<file path="config.mk">
export PLATFORM = sky130hd
export DESIGN_NAME = cso_exec
export DESIGN_NICKNAME = d
export VERILOG_FILES = /design/src/verilog/cso_pkg.sv /design/src/verilog/cso_cycle_count.sv /design/src/verilog/cso_exec.sv
export SDC_FILE = /design/constraint.sdc
export NUM_CORES = 1
export LEC_CHECK = 0
export BUFFER_PORTS_ARGS = -buffer_cell sky130_fd_sc_hd__clkbuf_2
export CAP_MARGIN = 20
export CORE_AREA = 2 2 115 117
export DETAILED_ROUTE_END_ITERATION = 10
export DIE_AREA = 0 0 117 119
export GPL_ROUTABILITY_DRIVEN = 1
export GPL_TIMING_DRIVEN = 0
export PLACE_DENSITY_LB_ADDON = 0.08
export SLEW_MARGIN = 20
export SYNTH_ARGS = -nofsm -noshare
export SYNTH_HDL_FRONTEND = slang
export SYNTH_SLANG_ARGS = --single-unit
</file>
<file path="constraint.sdc">
create_clock -name clk_sys -period 3.4 [get_ports clk_sys]
set_input_delay 0.85 -clock clk_sys [delete_from_list [all_inputs] [get_ports clk_sys]]
set_output_delay 0.85 -clock clk_sys [all_outputs]
set_load 0.005 [all_outputs]
</file>
<file path="src/verilog/cso_pkg.sv">
/*
 package for the store and stack execution unit: opcode kinds,
 cycle counts, reset values. assumes a single core clock domain.
*/
`default_nettype none
package cso_pkg;
    localparam int unsigned CSO_AW          = 16;
    localparam int unsigned CSO_DW          = 8;
    localparam int unsigned CSO_RW          = 5;
    localparam logic [3:0]  CSO_CYC_STORE   = 4'h2;
    localparam logic [3:0]  CSO_CYC_FL_RD   = 4'h3;
    localparam logic [3:0]  CSO_CYC_STACK   = 4'h2;
    localparam logic [3:0]  CSO_CYC_FL_WR   = 4'h2;
    localparam logic [15:0] CSO_SP_RESET    = 16'h05FF;
    localparam logic [4:0]  CSO_REG_R0      = 5'h00;
    localparam logic [4:0]  CSO_REG_R1      = 5'h01;

    typedef enum logic [3:0] {
        CSO_OP_NONE      = 4'h0,
        CSO_OP_DIRECT    = 4'h1,
        CSO_OP_IND       = 4'h2,
        CSO_OP_IND_INC   = 4'h3,
        CSO_OP_IND_DEC   = 4'h4,
        CSO_OP_OFFSET    = 4'h5,
        CSO_OP_FL_RD     = 4'h6,
        CSO_OP_FL_RD_INC = 4'h7,
        CSO_OP_FL_WR     = 4'h8,
        CSO_OP_PUSH      = 4'h9,
        CSO_OP_POP       = 4'hA,
        CSO_OP_BREAK     = 4'hB
    } cso_op_t;

    typedef enum logic [2:0] {
        CSO_FSM_IDLE = 3'b001,
        CSO_FSM_RUN  = 3'b010,
        CSO_FSM_DONE = 3'b100
    } cso_state_t;
endpackage
`default_nettype wire

</file>
<file path="src/verilog/cso_cycle_count.sv">
/*
 down counter that holds an instruction for its cycle count.
 assumes load is only given while idle.
*/
`timescale 1ns/1ns
`default_nettype none
module cso_cycle_count
    import cso_pkg::*;
(
    input  wire logic       clk_sys,
    input  wire logic       rstn,
    input  wire logic       load,
    input  wire logic [3:0] cycles,
    output logic            last
);
    logic [3:0] count;
    wire        busy = (count != 4'h0);

    always_ff @(posedge clk_sys or negedge rstn) begin
        if (!rstn) begin
            count <= 4'h0;
        end else if (load) begin
            count <= cycles - 4'h1;
        end else if (busy) begin
            count <= count - 4'h1;
        end
    end

    assign last = (count == 4'h1) || (load && cycles == 4'h1);
endmodule
`default_nettype wire

</file>
<file path="src/verilog/cso_exec.sv">
/*
 execution unit for data stores, program memory access, push, pop
 and the debug break. assumes decode holds op/operands stable on
 start, that both memories take a write in one cycle, and that data
 memory answers a read while mem_re stands, flash on the next cycle.
*/
`timescale 1ns/1ns
`default_nettype none
module cso_exec
    import cso_pkg::*;
#(
    parameter int unsigned AW = CSO_AW
) (
    input  wire logic          clk_sys,
    input  wire logic          rstn,
    input  wire logic          start,
    input  wire cso_op_t       op,
    input  wire logic [4:0]    reg_sel,
    input  wire logic [15:0]   ptr,
    input  wire logic [5:0]    disp,
    input  wire logic [15:0]   abs_addr,
    input  wire logic [7:0]    src_data,
    input  wire logic [15:0]   r1r0,
    input  wire logic [7:0]    mem_rdata,
    input  wire logic [7:0]    prog_rdata,
    output logic               busy,
    output logic               done,
    output logic               mem_we,
    output logic               mem_re,
    output logic [AW-1:0]      mem_addr,
    output logic [7:0]         mem_wdata,
    output logic               prog_re,
    output logic               prog_we,
    output logic [15:0]        prog_addr,
    output logic [15:0]        prog_wdata,
    output logic               ptr_we,
    output logic [15:0]        ptr_new,
    output logic               reg_we,
    output logic [4:0]         reg_waddr,
    output logic [7:0]         reg_wdata,
    output logic               debug_break,
    output logic [15:0]        sp
);
    cso_state_t state;
    cso_state_t next_state;
    cso_op_t    cur_op;
    logic [4:0] cur_reg;
    logic       last;

    function automatic logic [15:0] step16(input logic [15:0] v, input logic up);
        step16 = up ? v + 16'h0001 : v - 16'h0001;
    endfunction

    wire is_store = (op == CSO_OP_DIRECT) || (op == CSO_OP_IND) ||
                    (op == CSO_OP_IND_INC) || (op == CSO_OP_IND_DEC) ||
                    (op == CSO_OP_OFFSET);
    wire is_fl_rd = (op == CSO_OP_FL_RD) || (op == CSO_OP_FL_RD_INC);
    wire is_stack = (op == CSO_OP_PUSH) || (op == CSO_OP_POP);
    wire go       = start && (state == CSO_FSM_IDLE);
    wire [3:0] cyc_sel = is_fl_rd ? CSO_CYC_FL_RD :
                         is_stack ? CSO_CYC_STACK :
                         (op == CSO_OP_FL_WR) ? CSO_CYC_FL_WR : CSO_CYC_STORE;
    wire [15:0] disp_addr = ptr + {10'h000, disp};
    wire [15:0] dec_ptr   = step16(ptr, 1'b0);
    wire [15:0] inc_ptr   = step16(ptr, 1'b1);
    wire [15:0] sp_inc    = step16(sp, 1'b1);
    wire [15:0] store_addr = (op == CSO_OP_DIRECT) ? abs_addr :
                            (op == CSO_OP_OFFSET) ? disp_addr :
                            (op == CSO_OP_IND_DEC) ? dec_ptr : ptr;
    wire        go_ok     = go && (op != CSO_OP_NONE) && (op != CSO_OP_BREAK);

    cso_cycle_count u_count (
        .clk_sys (clk_sys),
        .rstn    (rstn),
        .load    (go_ok),
        .cycles  (cyc_sel),
        .last    (last)
    );

    always_comb begin
        case (state)
            CSO_FSM_IDLE: next_state = go_ok ? (last ? CSO_FSM_DONE : CSO_FSM_RUN) : CSO_FSM_IDLE;
            CSO_FSM_RUN:  next_state = last ? CSO_FSM_DONE : CSO_FSM_RUN;
            CSO_FSM_DONE: next_state = CSO_FSM_IDLE;
            default:      next_state = CSO_FSM_IDLE;
        endcase
    end

    always_ff @(posedge clk_sys or negedge rstn) begin
        if (!rstn) begin
            state   <= CSO_FSM_IDLE;
            cur_op  <= CSO_OP_NONE;
            cur_reg <= 5'h00;
        end else begin
            state <= next_state;
            if (go_ok) begin
                cur_op  <= op;
                cur_reg <= reg_sel;
            end
        end
    end

    // first-cycle memory and pointer actions
    always_ff @(posedge clk_sys or negedge rstn) begin
        if (!rstn) begin
            mem_we      <= 1'b0;
            mem_re      <= 1'b0;
            mem_addr    <= '0;
            mem_wdata   <= 8'h00;
            prog_re     <= 1'b0;
            prog_we     <= 1'b0;
            prog_addr   <= 16'h0000;
            prog_wdata  <= 16'h0000;
            ptr_we      <= 1'b0;
            ptr_new     <= 16'h0000;
            debug_break <= 1'b0;
            sp          <= CSO_SP_RESET;
        end else begin
            mem_we      <= go_ok && (is_store || op == CSO_OP_PUSH);
            mem_re      <= go_ok && (op == CSO_OP_POP);
            prog_re     <= go_ok && is_fl_rd;
            prog_we     <= go_ok && (op == CSO_OP_FL_WR);
            debug_break <= go && (op == CSO_OP_BREAK);
            ptr_we      <= go_ok && (op == CSO_OP_IND_INC || op == CSO_OP_IND_DEC ||
                                     op == CSO_OP_FL_RD_INC);
            ptr_new     <= (op == CSO_OP_IND_DEC) ? dec_ptr : inc_ptr;
            if (go_ok) begin
                mem_addr   <= AW'((op == CSO_OP_PUSH) ? sp :
                                  (op == CSO_OP_POP) ? sp_inc : store_addr);
                mem_wdata  <= src_data;
                prog_addr  <= ptr;
                prog_wdata <= r1r0;
                if (op == CSO_OP_PUSH) begin
                    sp <= step16(sp, 1'b0);
                end else if (op == CSO_OP_POP) begin
                    sp <= sp_inc;
                end
            end
        end
    end

    // completion and register writeback
    always_ff @(posedge clk_sys or negedge rstn) begin
        if (!rstn) begin
            busy      <= 1'b0;
            done      <= 1'b0;
            reg_we    <= 1'b0;
            reg_waddr <= 5'h00;
            reg_wdata <= 8'h00;
        end else begin
            busy   <= (next_state != CSO_FSM_IDLE);
            done   <= ((state != CSO_FSM_IDLE) && last) || (go_ok && last);
            reg_we <= (state == CSO_FSM_RUN) && last &&
                      (cur_op == CSO_OP_POP || cur_op == CSO_OP_FL_RD ||
                       cur_op == CSO_OP_FL_RD_INC);
            reg_waddr <= (cur_op == CSO_OP_FL_RD) ? CSO_REG_R0 : cur_reg;
            reg_wdata <= (cur_op == CSO_OP_POP) ? mem_rdata : prog_rdata;
        end
    end
endmodule
`default_nettype wire

</file>
==> results of run 1 <==
-- logic make-up (layout without fill, tap and decap cells) --
family                     Yosys count  count (layout)
muxes                               13              13
adders and majority gates           15              15
DFF                                126             126
buffers and inverters               73             298
xor gates and xnor gates            55              55
and+or+nand+nor                    376             376
AOI/OAI and AO/OA                  154             154
-- power breakdown --
group | switching, mW | internal, mW
clock | 0.657 | 1.21
sequential | 0.307 | 2.05
combinational | 1.21 | 0.868
total | 2.18 | 4.12
-- layout make-up --
type,instances,area [um^2]
Fill cell,1098,3968
Buffer,58,252.7
Tap cell,176,220.2
Multi-Input combinational cell,613,3603
Clock inverter,10,136.4
Sequential cell,126,3167
Timing Repair Buffer,193,997.2
Clock buffer,22,474.2
Inverter,15,56.30
-- worst paths after layout --
check / endpoint / slack, ps / depth (start not counted) / from
setup / recovery: prog_addr[15]$_DFFE_PN0N_ / 430 / 7 / state[1]$_DFF_PN0_
hold / removal: reg_waddr[3]$_DFF_PN0_ / 360 / 1 / rstn
setup reg to reg: prog_addr[15]$_DFFE_PN0N_ / 430 / 7 / state[1]$_DFF_PN0_
hold reg to reg: prog_wdata[2]$_DFFE_PN0N_ / 470 / 2 / prog_wdata[2]$_DFFE_PN0N_
max in group asynchronous: sp[7]$_DFFE_PN1P_ / 2290 / 2 / rstn
min in group clk_sys: prog_wdata[2]$_DFFE_PN0N_ / 470 / 2 / prog_wdata[2]$_DFFE_PN0N_
-- per-layer routing --
layer	track usage	wire length [um]
met5	0	0
met4	0.1493	770
met3	0.08499	1832
met2	0.4458	9228
met1	0.4127	8675
-- stage by stage --
step                        util  TNS (ps)  cell area (um^2)  total power [mW]
after global routing      0.6918         0              8907             6.726
after detailed placement  0.6444         0              8297             4.434
after floorplan                -         0              7079             3.511
final                     0.6918         0              8907             6.299
after global placement    0.6416    -50280              8260             4.384
after CTS                 0.6918         0              8907             6.316
-- Yosys cell counts (all sizes together) (4+ instances only) --
cell type  count
nand2        193
dfrtp        115
nor2          56
clkbuf        38
o21ai         37
a21oi         36
xnor2         36
buf           20
nor3          19
xor2          19
nand3         18
inv           15
nand2b        15
ha            14
o22ai         13
or3           13
dfstp         11
nand4         10
nor2b         10
mux2           9
a211oi         8
a31oi          7
and3           7
a21o           6
a221oi         5
nand3b         5
nor3b          5
nor4           5
mux2i          4
o21bai         4
o32ai          4
==> impl_metrics.csv, run 1 <==
group,metric,value,unit
clock_network,clk_pin_slew_worst_paths,60,ps
synth,synth.cell_area,7079,um^2
detailed_routing,drcViolationCount,0,
clock_network,htreeDepth,4,
critical_path,slowest_stage,"clkbuf_1",
placed_design,dp_hpwl,14.98,mm
power,power.density,707.1,nW/um^2
sta,fmaxAchievable,337.0,MHz
placed_design,portBuffers,192,
sta,tightest_slew,820.9,ps
sta,setup_slack,433.0,ps
sta,skew,7.470,ps
clock_network,cts_num_sinks,126,
clock_network,clk_path_buf_depth,2,
synth,synth.area.top_cells,"dfrtp_1 41%, nand2_1 10%, xnor2_1 4.5%, dfstp_2 4.1%, nor2_1 3.0%",
detailed_routing,avgViaCountPerCell,5.637,
clock_network,cts_buffers,17,
sta,slew_violations,0,
die,io_pins,200,
detailed_routing,vias,6838,
synth,ys.flop_type,"dfrtp_1",
critical_path,crit_required,3750,ps
die,start_util,0.5499,
synth,synth_area_leader_cell,"dfrtp_1",
final_layout,final_common_cell,"nand2_1",
synth,synth_compound_area_frac,0.1410,
die,die_x,117,um
synth,yosysWarningCount,0,
synth,synthSimpleGateAreaFrac,0.2524,
synth,synth_top_area_share,0.4065,
final_layout,drive_gt1_frac,0.2623,
clock_network,cts-hold-fix-buffers,0,
die,core.rowCount,42,
synth,synth_edf_count,0,
die,core,12870,um^2
final_layout,fin_cells,1213,
critical_path,critPathBufInv,2,
final_layout,mostFrequentLayoutCells,"192 x nand2_1, 191 x clkbuf_2, 115 x dfrtp_1",
run_status,status,"completed",
detailed_routing,dr.pass1.iters,6,
synth,synth.area.mux_share,0.01997,
die,die_y,119,um
sta,hold_slack,361.3,ps
critical_path,worst-setup-path-type,"reg -> reg",
critical_path,critPathMaxFanout,10,
sta,rsz0062_at_grt,"no",
detailed_routing,drt_iter0_drc,578,
run,maxCapViolCount,0,
critical_path,critical_path.top_delay_family,"simple AND/OR/NAND/NOR gates",
critical_path,crit_chain,"nor2_1 > nand3_1 > nor2_1 > clkbuf_1 > buf_1 > nand2_1 > nand2_1",
synth,synth_top_family_by_area,"simple AND/OR/NAND/NOR gates",
clock_network,postCtsResizedCells,0,
sta,slew-limit-headroom,0.4485,
global_routing,globalRouteTotalUtil,0.3039,
die,die_area,13920,um^2
min_path,min_path_type,"in -> async",
synth,synth_xor_area_frac,0.06805,
global_routing,grt_pass1_wl,32.62,mm
final_layout,num-nets-final,1129,
critical_path,max_stage_delay,610,ps
critical_path,cp-start-kind,"register",
detailed_routing,drtAntennaViolNets,0,
sta,setup_viol,0,
synth,syn_avg_cell_area,8.718,um^2
synth,ys_async_sr_fraction,1.000,
global_routing,grt_start_max_net_pins,82,
clock_network,cts_setup_buffers,0,
placed_design,gp_congestion,0.9430,
clock_network,clockRootBuffer,"clkbuf_16",
critical_path,worstPathArrival,3320,ps
global_routing,overflow,0,
synth,ys_ff_latch,126,
detailed_routing,wl,20.51,mm
power,ir_drop,0.4404,mV
final_layout,antenna_cells,0,
sta,hold_viol,0,
synth,synth_cell_type_count,77,
synth,ys_seq_area_frac,0.4473,
clock_network,cts_tree,"built",
power,p_leak,4.316,nW
critical_path,end_kind,"register",
placed_design,dp.cells,1181,
final_layout,area_growth,25.82,%
synth,syn-num-nets,917,
placed_design,place_ws,158.5,ps
sta,finalCritPeriodShare,0.8726,
synth,synth_cells,812,
sta,period_needed,2967,ps
detailed_routing,routedWlPerCell,16.91,um
synth,synthAdderAreaFrac,0.02757,
global_routing,first_global_vias,6359,
clock_network,clk_latency,420,ps
global_routing,antenna_found_initial,0,
Note: power is estimated with default switching activity, not from simulation.
==> run 2, diff against run 1 <==
Settings changed: PLACE_DENSITY from default to 0.87, PLACE_DENSITY_LB_ADDON 0.08 to default.
==> run 2 against run 1 <==
Worst setup slack got worse by 52 ps. Largest power group unchanged. Final cell count did not move. Total power fell by 0.56%. Global-route usage rose by 1.3 points. Die area did not move. Register-to-register slack got worse by 50 ps. Sequential power rose by 2%. Sequential cell count did not move. Routed wire length rose by 6.7%. Utilization fell by 0.26 points. Cell area fell by 0.38%. Via count rose by 2.6%.
==> impl_metrics.csv, run 2 (synthesized netlist as in run 1, its figures left out) <==
group,metric,value,unit
run_status,status,"completed",
die,die_y,119,um
sta,skew,5.982,ps
power,p_leak,4.299,nW
global_routing,overflow,0,
final_layout,num-nets-final,1129,
final_layout,register_area,3167,um^2
detailed_routing,wl,21.87,mm
final_layout,nFillCells,1023,
final_layout,area_growth,25.34,%
die,core,12870,um^2
detailed_routing,wl_met1,8.707,mm
global_routing,globalRouteTotalUtil,0.3165,
final_layout,antenna_cells,0,
global_routing,grt_start_max_net_pins,91,
detailed_routing,routedWlPerCell,18.03,um
detailed_routing,top_layer_used,"met4",
power,power.density,705.8,nW/um^2
clock_network,cts-hold-fix-buffers,0,
die,die_x,117,um
detailed_routing,avgViaCountPerCell,5.786,
detailed_routing,drt_iter0_drc,848,
run,maxCapViolCount,0,
final_layout,mostFrequentLayoutCells,"192 x nand2_1, 191 x clkbuf_2, 115 x dfrtp_1",
die,start_util,0.5499,
clock_network,cts_tree,"built",
final_layout,final_common_cell,"nand2_1",
critical_path,cp.depth,7,
critical_path,cp-start-kind,"register",
clock_network,clk_latency,420,ps
global_routing,grt_pass1_wl,33.71,mm
final_layout,multi_input_area,3603,um^2
clock_network,cts_setup_buffers,0,
final_layout,drive_gt1_frac,0.2642,
sta,period_needed,3019,ps
critical_path,crit_chain,"nor2_1 > nand3_1 > nor2_1 > clkbuf_1 > buf_1 > nor2_1 > o22ai_1",
critical_path,reg2reg_depth,7,
critical_path,end_kind,"register",
placed_design,place_area,8297,um^2
clock_network,cts_num_sinks,126,
sta,slew_violations,0,
clock_network,clk_pin_slew_worst_paths,60,ps
sta,hold_slack,329.9,ps
placed_design,gp_congestion,0.9723,
power,ir_drop,0.3133,mV
critical_path,worstPathArrival,3340,ps
clock_network,clockRootBuffer,"clkbuf_16",
power,finalPower,6.263,mW
detailed_routing,vias,7019,
detailed_routing,wl_met2,10.38,mm
critical_path,max_stage_delay,620,ps
detailed_routing,drcViolationCount,0,
die,io_pins,200,
clock_network,htreeDepth,4,
min_path,min_path_type,"in -> async",
final_layout,final_cell_area,8874,um^2
die,die_area,13920,um^2
clock_network,cts_buffers,17,
critical_path,worst-setup-path-type,"reg -> reg",
critical_path,critPathMaxFanout,10,
detailed_routing,dr.pass1.iters,8,
sta,tightest_slew,777.5,ps
sta,finalCritPeriodShare,0.8881,
die,core.rowCount,42,
sta,finalSetupTns,0,ps
clock_network,clk_path_buf_depth,2,
sta,hold_viol,0,
sta,rsz0062_at_grt,"no",
critical_path,slowest_stage,"clkbuf_1",
global_routing,antenna_found_initial,0,
placed_design,dp_hpwl,15.96,mm
sta,fmaxAchievable,331.2,MHz
critical_path,critPathBufInv,2,
detailed_routing,wl_met3,2.231,mm
critical_path,critical_path.top_delay_family,"simple AND/OR/NAND/NOR gates",
sta,slew-limit-headroom,0.4816,
placed_design,portBuffers,192,
clock_network,postCtsResizedCells,0,
critical_path,cpMostUsedCell,"nor2_1",
detailed_routing,drtAntennaViolNets,0,
global_routing,first_global_vias,6603,
sta,setup_viol,0,
critical_path,crit_required,3720,ps
[run 2: layer usage]
layer  up-vias  global-route usage
met5         -                   0
met4         0              0.1103
met3        59             0.07430
met2       411              0.5134
met1      3321              0.4142
li1       3228                   -
[run 2: power breakdown]
| group | internal (mW) | switching (mW) |
|---|---|---|
| sequential | 2.05 | 0.338 |
| combinational | 0.869 | 1.25 |
| clock | 1.07 | 0.689 |
[run 2: metrics by stage]
step / std cells / worst slack (ps) / utilization
final: 1213 / 380.6 / 0.6892
after global routing: 1213 / 119.7 / 0.6892
after CTS: 1213 / 466.0 / 0.6892
after detailed placement: 1181 / 93.49 / 0.6444
after global placement: 1180 / -393.5 / 0.6416
after floorplan: 812 / 807.1 / -
[run 2: worst register-to-register path: stages, from the launching register on]
cell and delay, ps:
dfrtp_1 380, nor2_1 200, nand3_1 370, nor2_1 570, clkbuf_1 620, buf_1 480, nor2_1 130, o22ai_1 180
[run 2: path summary, 6_finish.rpt]
kind                                           from                       end  slack (ps)
setup / recovery                 state[1]$_DFF_PN0_  mem_addr[14]$_DFFE_PN0N_         380
hold / removal                                 rstn  mem_wdata[5]$_DFFE_PN0N_         330
setup reg to reg                 state[1]$_DFF_PN0_  mem_addr[14]$_DFFE_PN0N_         380
hold reg to reg            prog_addr[3]$_DFFE_PN0N_  prog_addr[3]$_DFFE_PN0N_         470
max in group asynchronous                      rstn  mem_wdata[1]$_DFFE_PN0N_        2340
min in group clk_sys       prog_addr[3]$_DFFE_PN0N_  prog_addr[3]$_DFFE_PN0N_         470
[run 2: final cells by class]
class / count / share of cell area
repair buffers: 193 / 0.1124
inverters: 15 / 0.006345
well taps: 176 / 0.02482
plain buffers: 58 / 0.02848
flip-flops and latches: 126 / 0.3569
multi-input cells: 613 / 0.4061
clock buffers: 20 / 0.05259
clock inverters: 12 / 0.01241
==> run 3, diff against run 2 <==
Settings changed: RECOVER_POWER from default to 50.
==> run 3 against run 2 <==
Critical endpoint unchanged. The run now ends with capacitance limit, slew limit left. Via count grew 1.1%. Critical path type unchanged. Cell area shrank 0.59%. Combinational power is essentially flat. Total power shrank 0.29%. Largest power group unchanged. Sequential share of layout area grew 0.21 points. Largest cell class unchanged.
==> impl_metrics.csv, run 3 (synthesized netlist as in run 1, its figures left out) <==
group,metric,value,unit
detailed_routing,drt_iter0_drc,915,
final_layout,antenna_cells,0,
global_routing,first_global_vias,6603,
global_routing,globalRouteTotalUtil,0.3165,
critical_path,worstPathArrival,3400,ps
die,die_area,13920,um^2
die,core.rowCount,42,
placed_design,dp_hpwl,15.96,mm
clock_network,clk_path_buf_depth,2,
die,core,12870,um^2
sta,setup_slack,323.7,ps
critical_path,cpMostUsedCell,"nor2_1",
power,p_leak,4.196,nW
placed_design,dp.cells,1181,
global_routing,grt_pass1_wl,33.71,mm
detailed_routing,dr.pass1.iters,5,
critical_path,crit_chain,"nor2_1 > nand3_1 > nor2_1 > clkbuf_1 > buf_1 > nor2_1 > o22ai_1",
detailed_routing,drtAntennaViolNets,0,
final_layout,final_cell_area,8821,um^2
critical_path,max_stage_delay,620,ps
sta,skew,7.820,ps
sta,finalSetupTns,0,ps
sta,slew-limit-headroom,-0.4009,
critical_path,cp-start-kind,"register",
clock_network,clockRootBuffer,"clkbuf_16",
clock_network,clk_pin_slew_worst_paths,60,ps
sta,finalCritPeriodShare,0.9048,
die,start_util,0.5499,
critical_path,end_kind,"register",
sta,fmaxAchievable,325.1,MHz
die,die_y,119,um
critical_path,critical_path.top_delay_family,"simple AND/OR/NAND/NOR gates",
critical_path,crit_required,3720,ps
final_layout,area_growth,24.60,%
run,maxCapViolCount,1,
final_layout,final_common_cell,"nand2_1",
power,finalPower,6.245,mW
clock_network,clk_latency,420,ps
min_path,min_path_type,"reg -> reg",
clock_network,cts_setup_buffers,0,
placed_design,portBuffers,192,
detailed_routing,avgViaCountPerCell,5.849,
clock_network,postCtsResizedCells,0,
final_layout,fin_cells,1213,
final_layout,mostFrequentLayoutCells,"192 x nand2_1, 160 x clkbuf_2, 115 x dfrtp_1",
clock_network,cts_num_sinks,126,
run_status,status,"finished with violations",
sta,hold_slack,469.2,ps
final_layout,nFillCells,1052,
detailed_routing,wl,21.95,mm
sta,tightest_slew,2101,ps
sta,hold_viol,0,
detailed_routing,routedWlPerCell,18.09,um
die,die_x,117,um
placed_design,gp_congestion,0.9723,
clock_network,cts_buffers,17,
global_routing,grt_start_max_net_pins,91,
sta,setup_viol,0,
final_layout,utilization,0.6851,
global_routing,antenna_found_initial,0,
clock_network,cts_tree,"built",
placed_design,place_area,8297,um^2
sta,rsz0062_at_grt,"no",
power,power.density,708.0,nW/um^2
power,ir_drop,0.3134,mV
clock_network,cts-hold-fix-buffers,0,
final_layout,num-nets-final,1129,
critical_path,worst-setup-path-type,"reg -> reg",
critical_path,critPathBufInv,2,
critical_path,critPathMaxFanout,10,
die,io_pins,200,
run_status,violations,"capacitance limit, slew limit",
sta,period_needed,3076,ps
detailed_routing,drcViolationCount,0,
sta,slew_violations,37,
detailed_routing,vias,7095,
global_routing,overflow,0,
final_layout,drive_gt1_frac,0.2324,
placed_design,place_ws,93.49,ps
critical_path,slowest_stage,"clkbuf_1",
clock_network,htreeDepth,4,
## run 3: layer usage
layer | wire length (um) | part of all wire | global-route usage | up-vias
li1 | - | - | - | 3233
met1 | 8686 | 0.40 | 0.4142 | 3388
met3 | 2265 | 0.10 | 0.07430 | 61
met4 | 532 | 0.024 | 0.1103 | 0
met2 | 10460 | 0.48 | 0.5134 | 413
met5 | 0 | 0 | 0 | -
## run 3: power breakdown
| part | switching [mW] | leakage, nW | internal [mW] |
|---|---|---|---|
| registers | 0.337 | 1.53 | 2.05 |
| logic | 1.26 | 2.39 | 0.845 |
| clock network | 0.688 | 0.275 | 1.07 |
## run 3: layout make-up
type / count / area, um^2 / share of cell area
buffer: 58 / 252.7 / 0.02865
clock buffer: 20 / 466.7 / 0.05291
clock inverter: 12 / 110.1 / 0.01248
inverter: 15 / 56.30 / 0.006383
multi-input combinational: 613 / 3600 / 0.4081
sequential: 126 / 3167 / 0.3590
tap: 176 / 220.2 / 0.02496
timing repair buffer: 193 / 948.4 / 0.1075
## run 3: path summary, 6_finish.rpt
path / slack [ps] / start / endpoint / cells after the start
max: 320 / state[1]$_DFF_PN0_ / mem_addr[14]$_DFFE_PN0N_ / 7
min: 470 / prog_addr[3]$_DFFE_PN0N_ / prog_addr[3]$_DFFE_PN0N_ / 2
max reg2reg: 320 / state[1]$_DFF_PN0_ / mem_addr[14]$_DFFE_PN0N_ / 7
min reg2reg: 470 / prog_addr[3]$_DFFE_PN0N_ / prog_addr[3]$_DFFE_PN0N_ / 2
max in group asynchronous: 1120 / rstn / mem_wdata[1]$_DFFE_PN0N_ / 2
min in group asynchronous: 1030 / rstn / mem_wdata[5]$_DFFE_PN0N_ / 1
## run 3: worst register-to-register path, stage by stage, from the launching register on
cell      delay (ps)
dfrtp_1          380
nor2_1           210
nand3_1          390
nor2_1           580
clkbuf_1         620
buf_1            480
nor2_1           130
o22ai_1          180
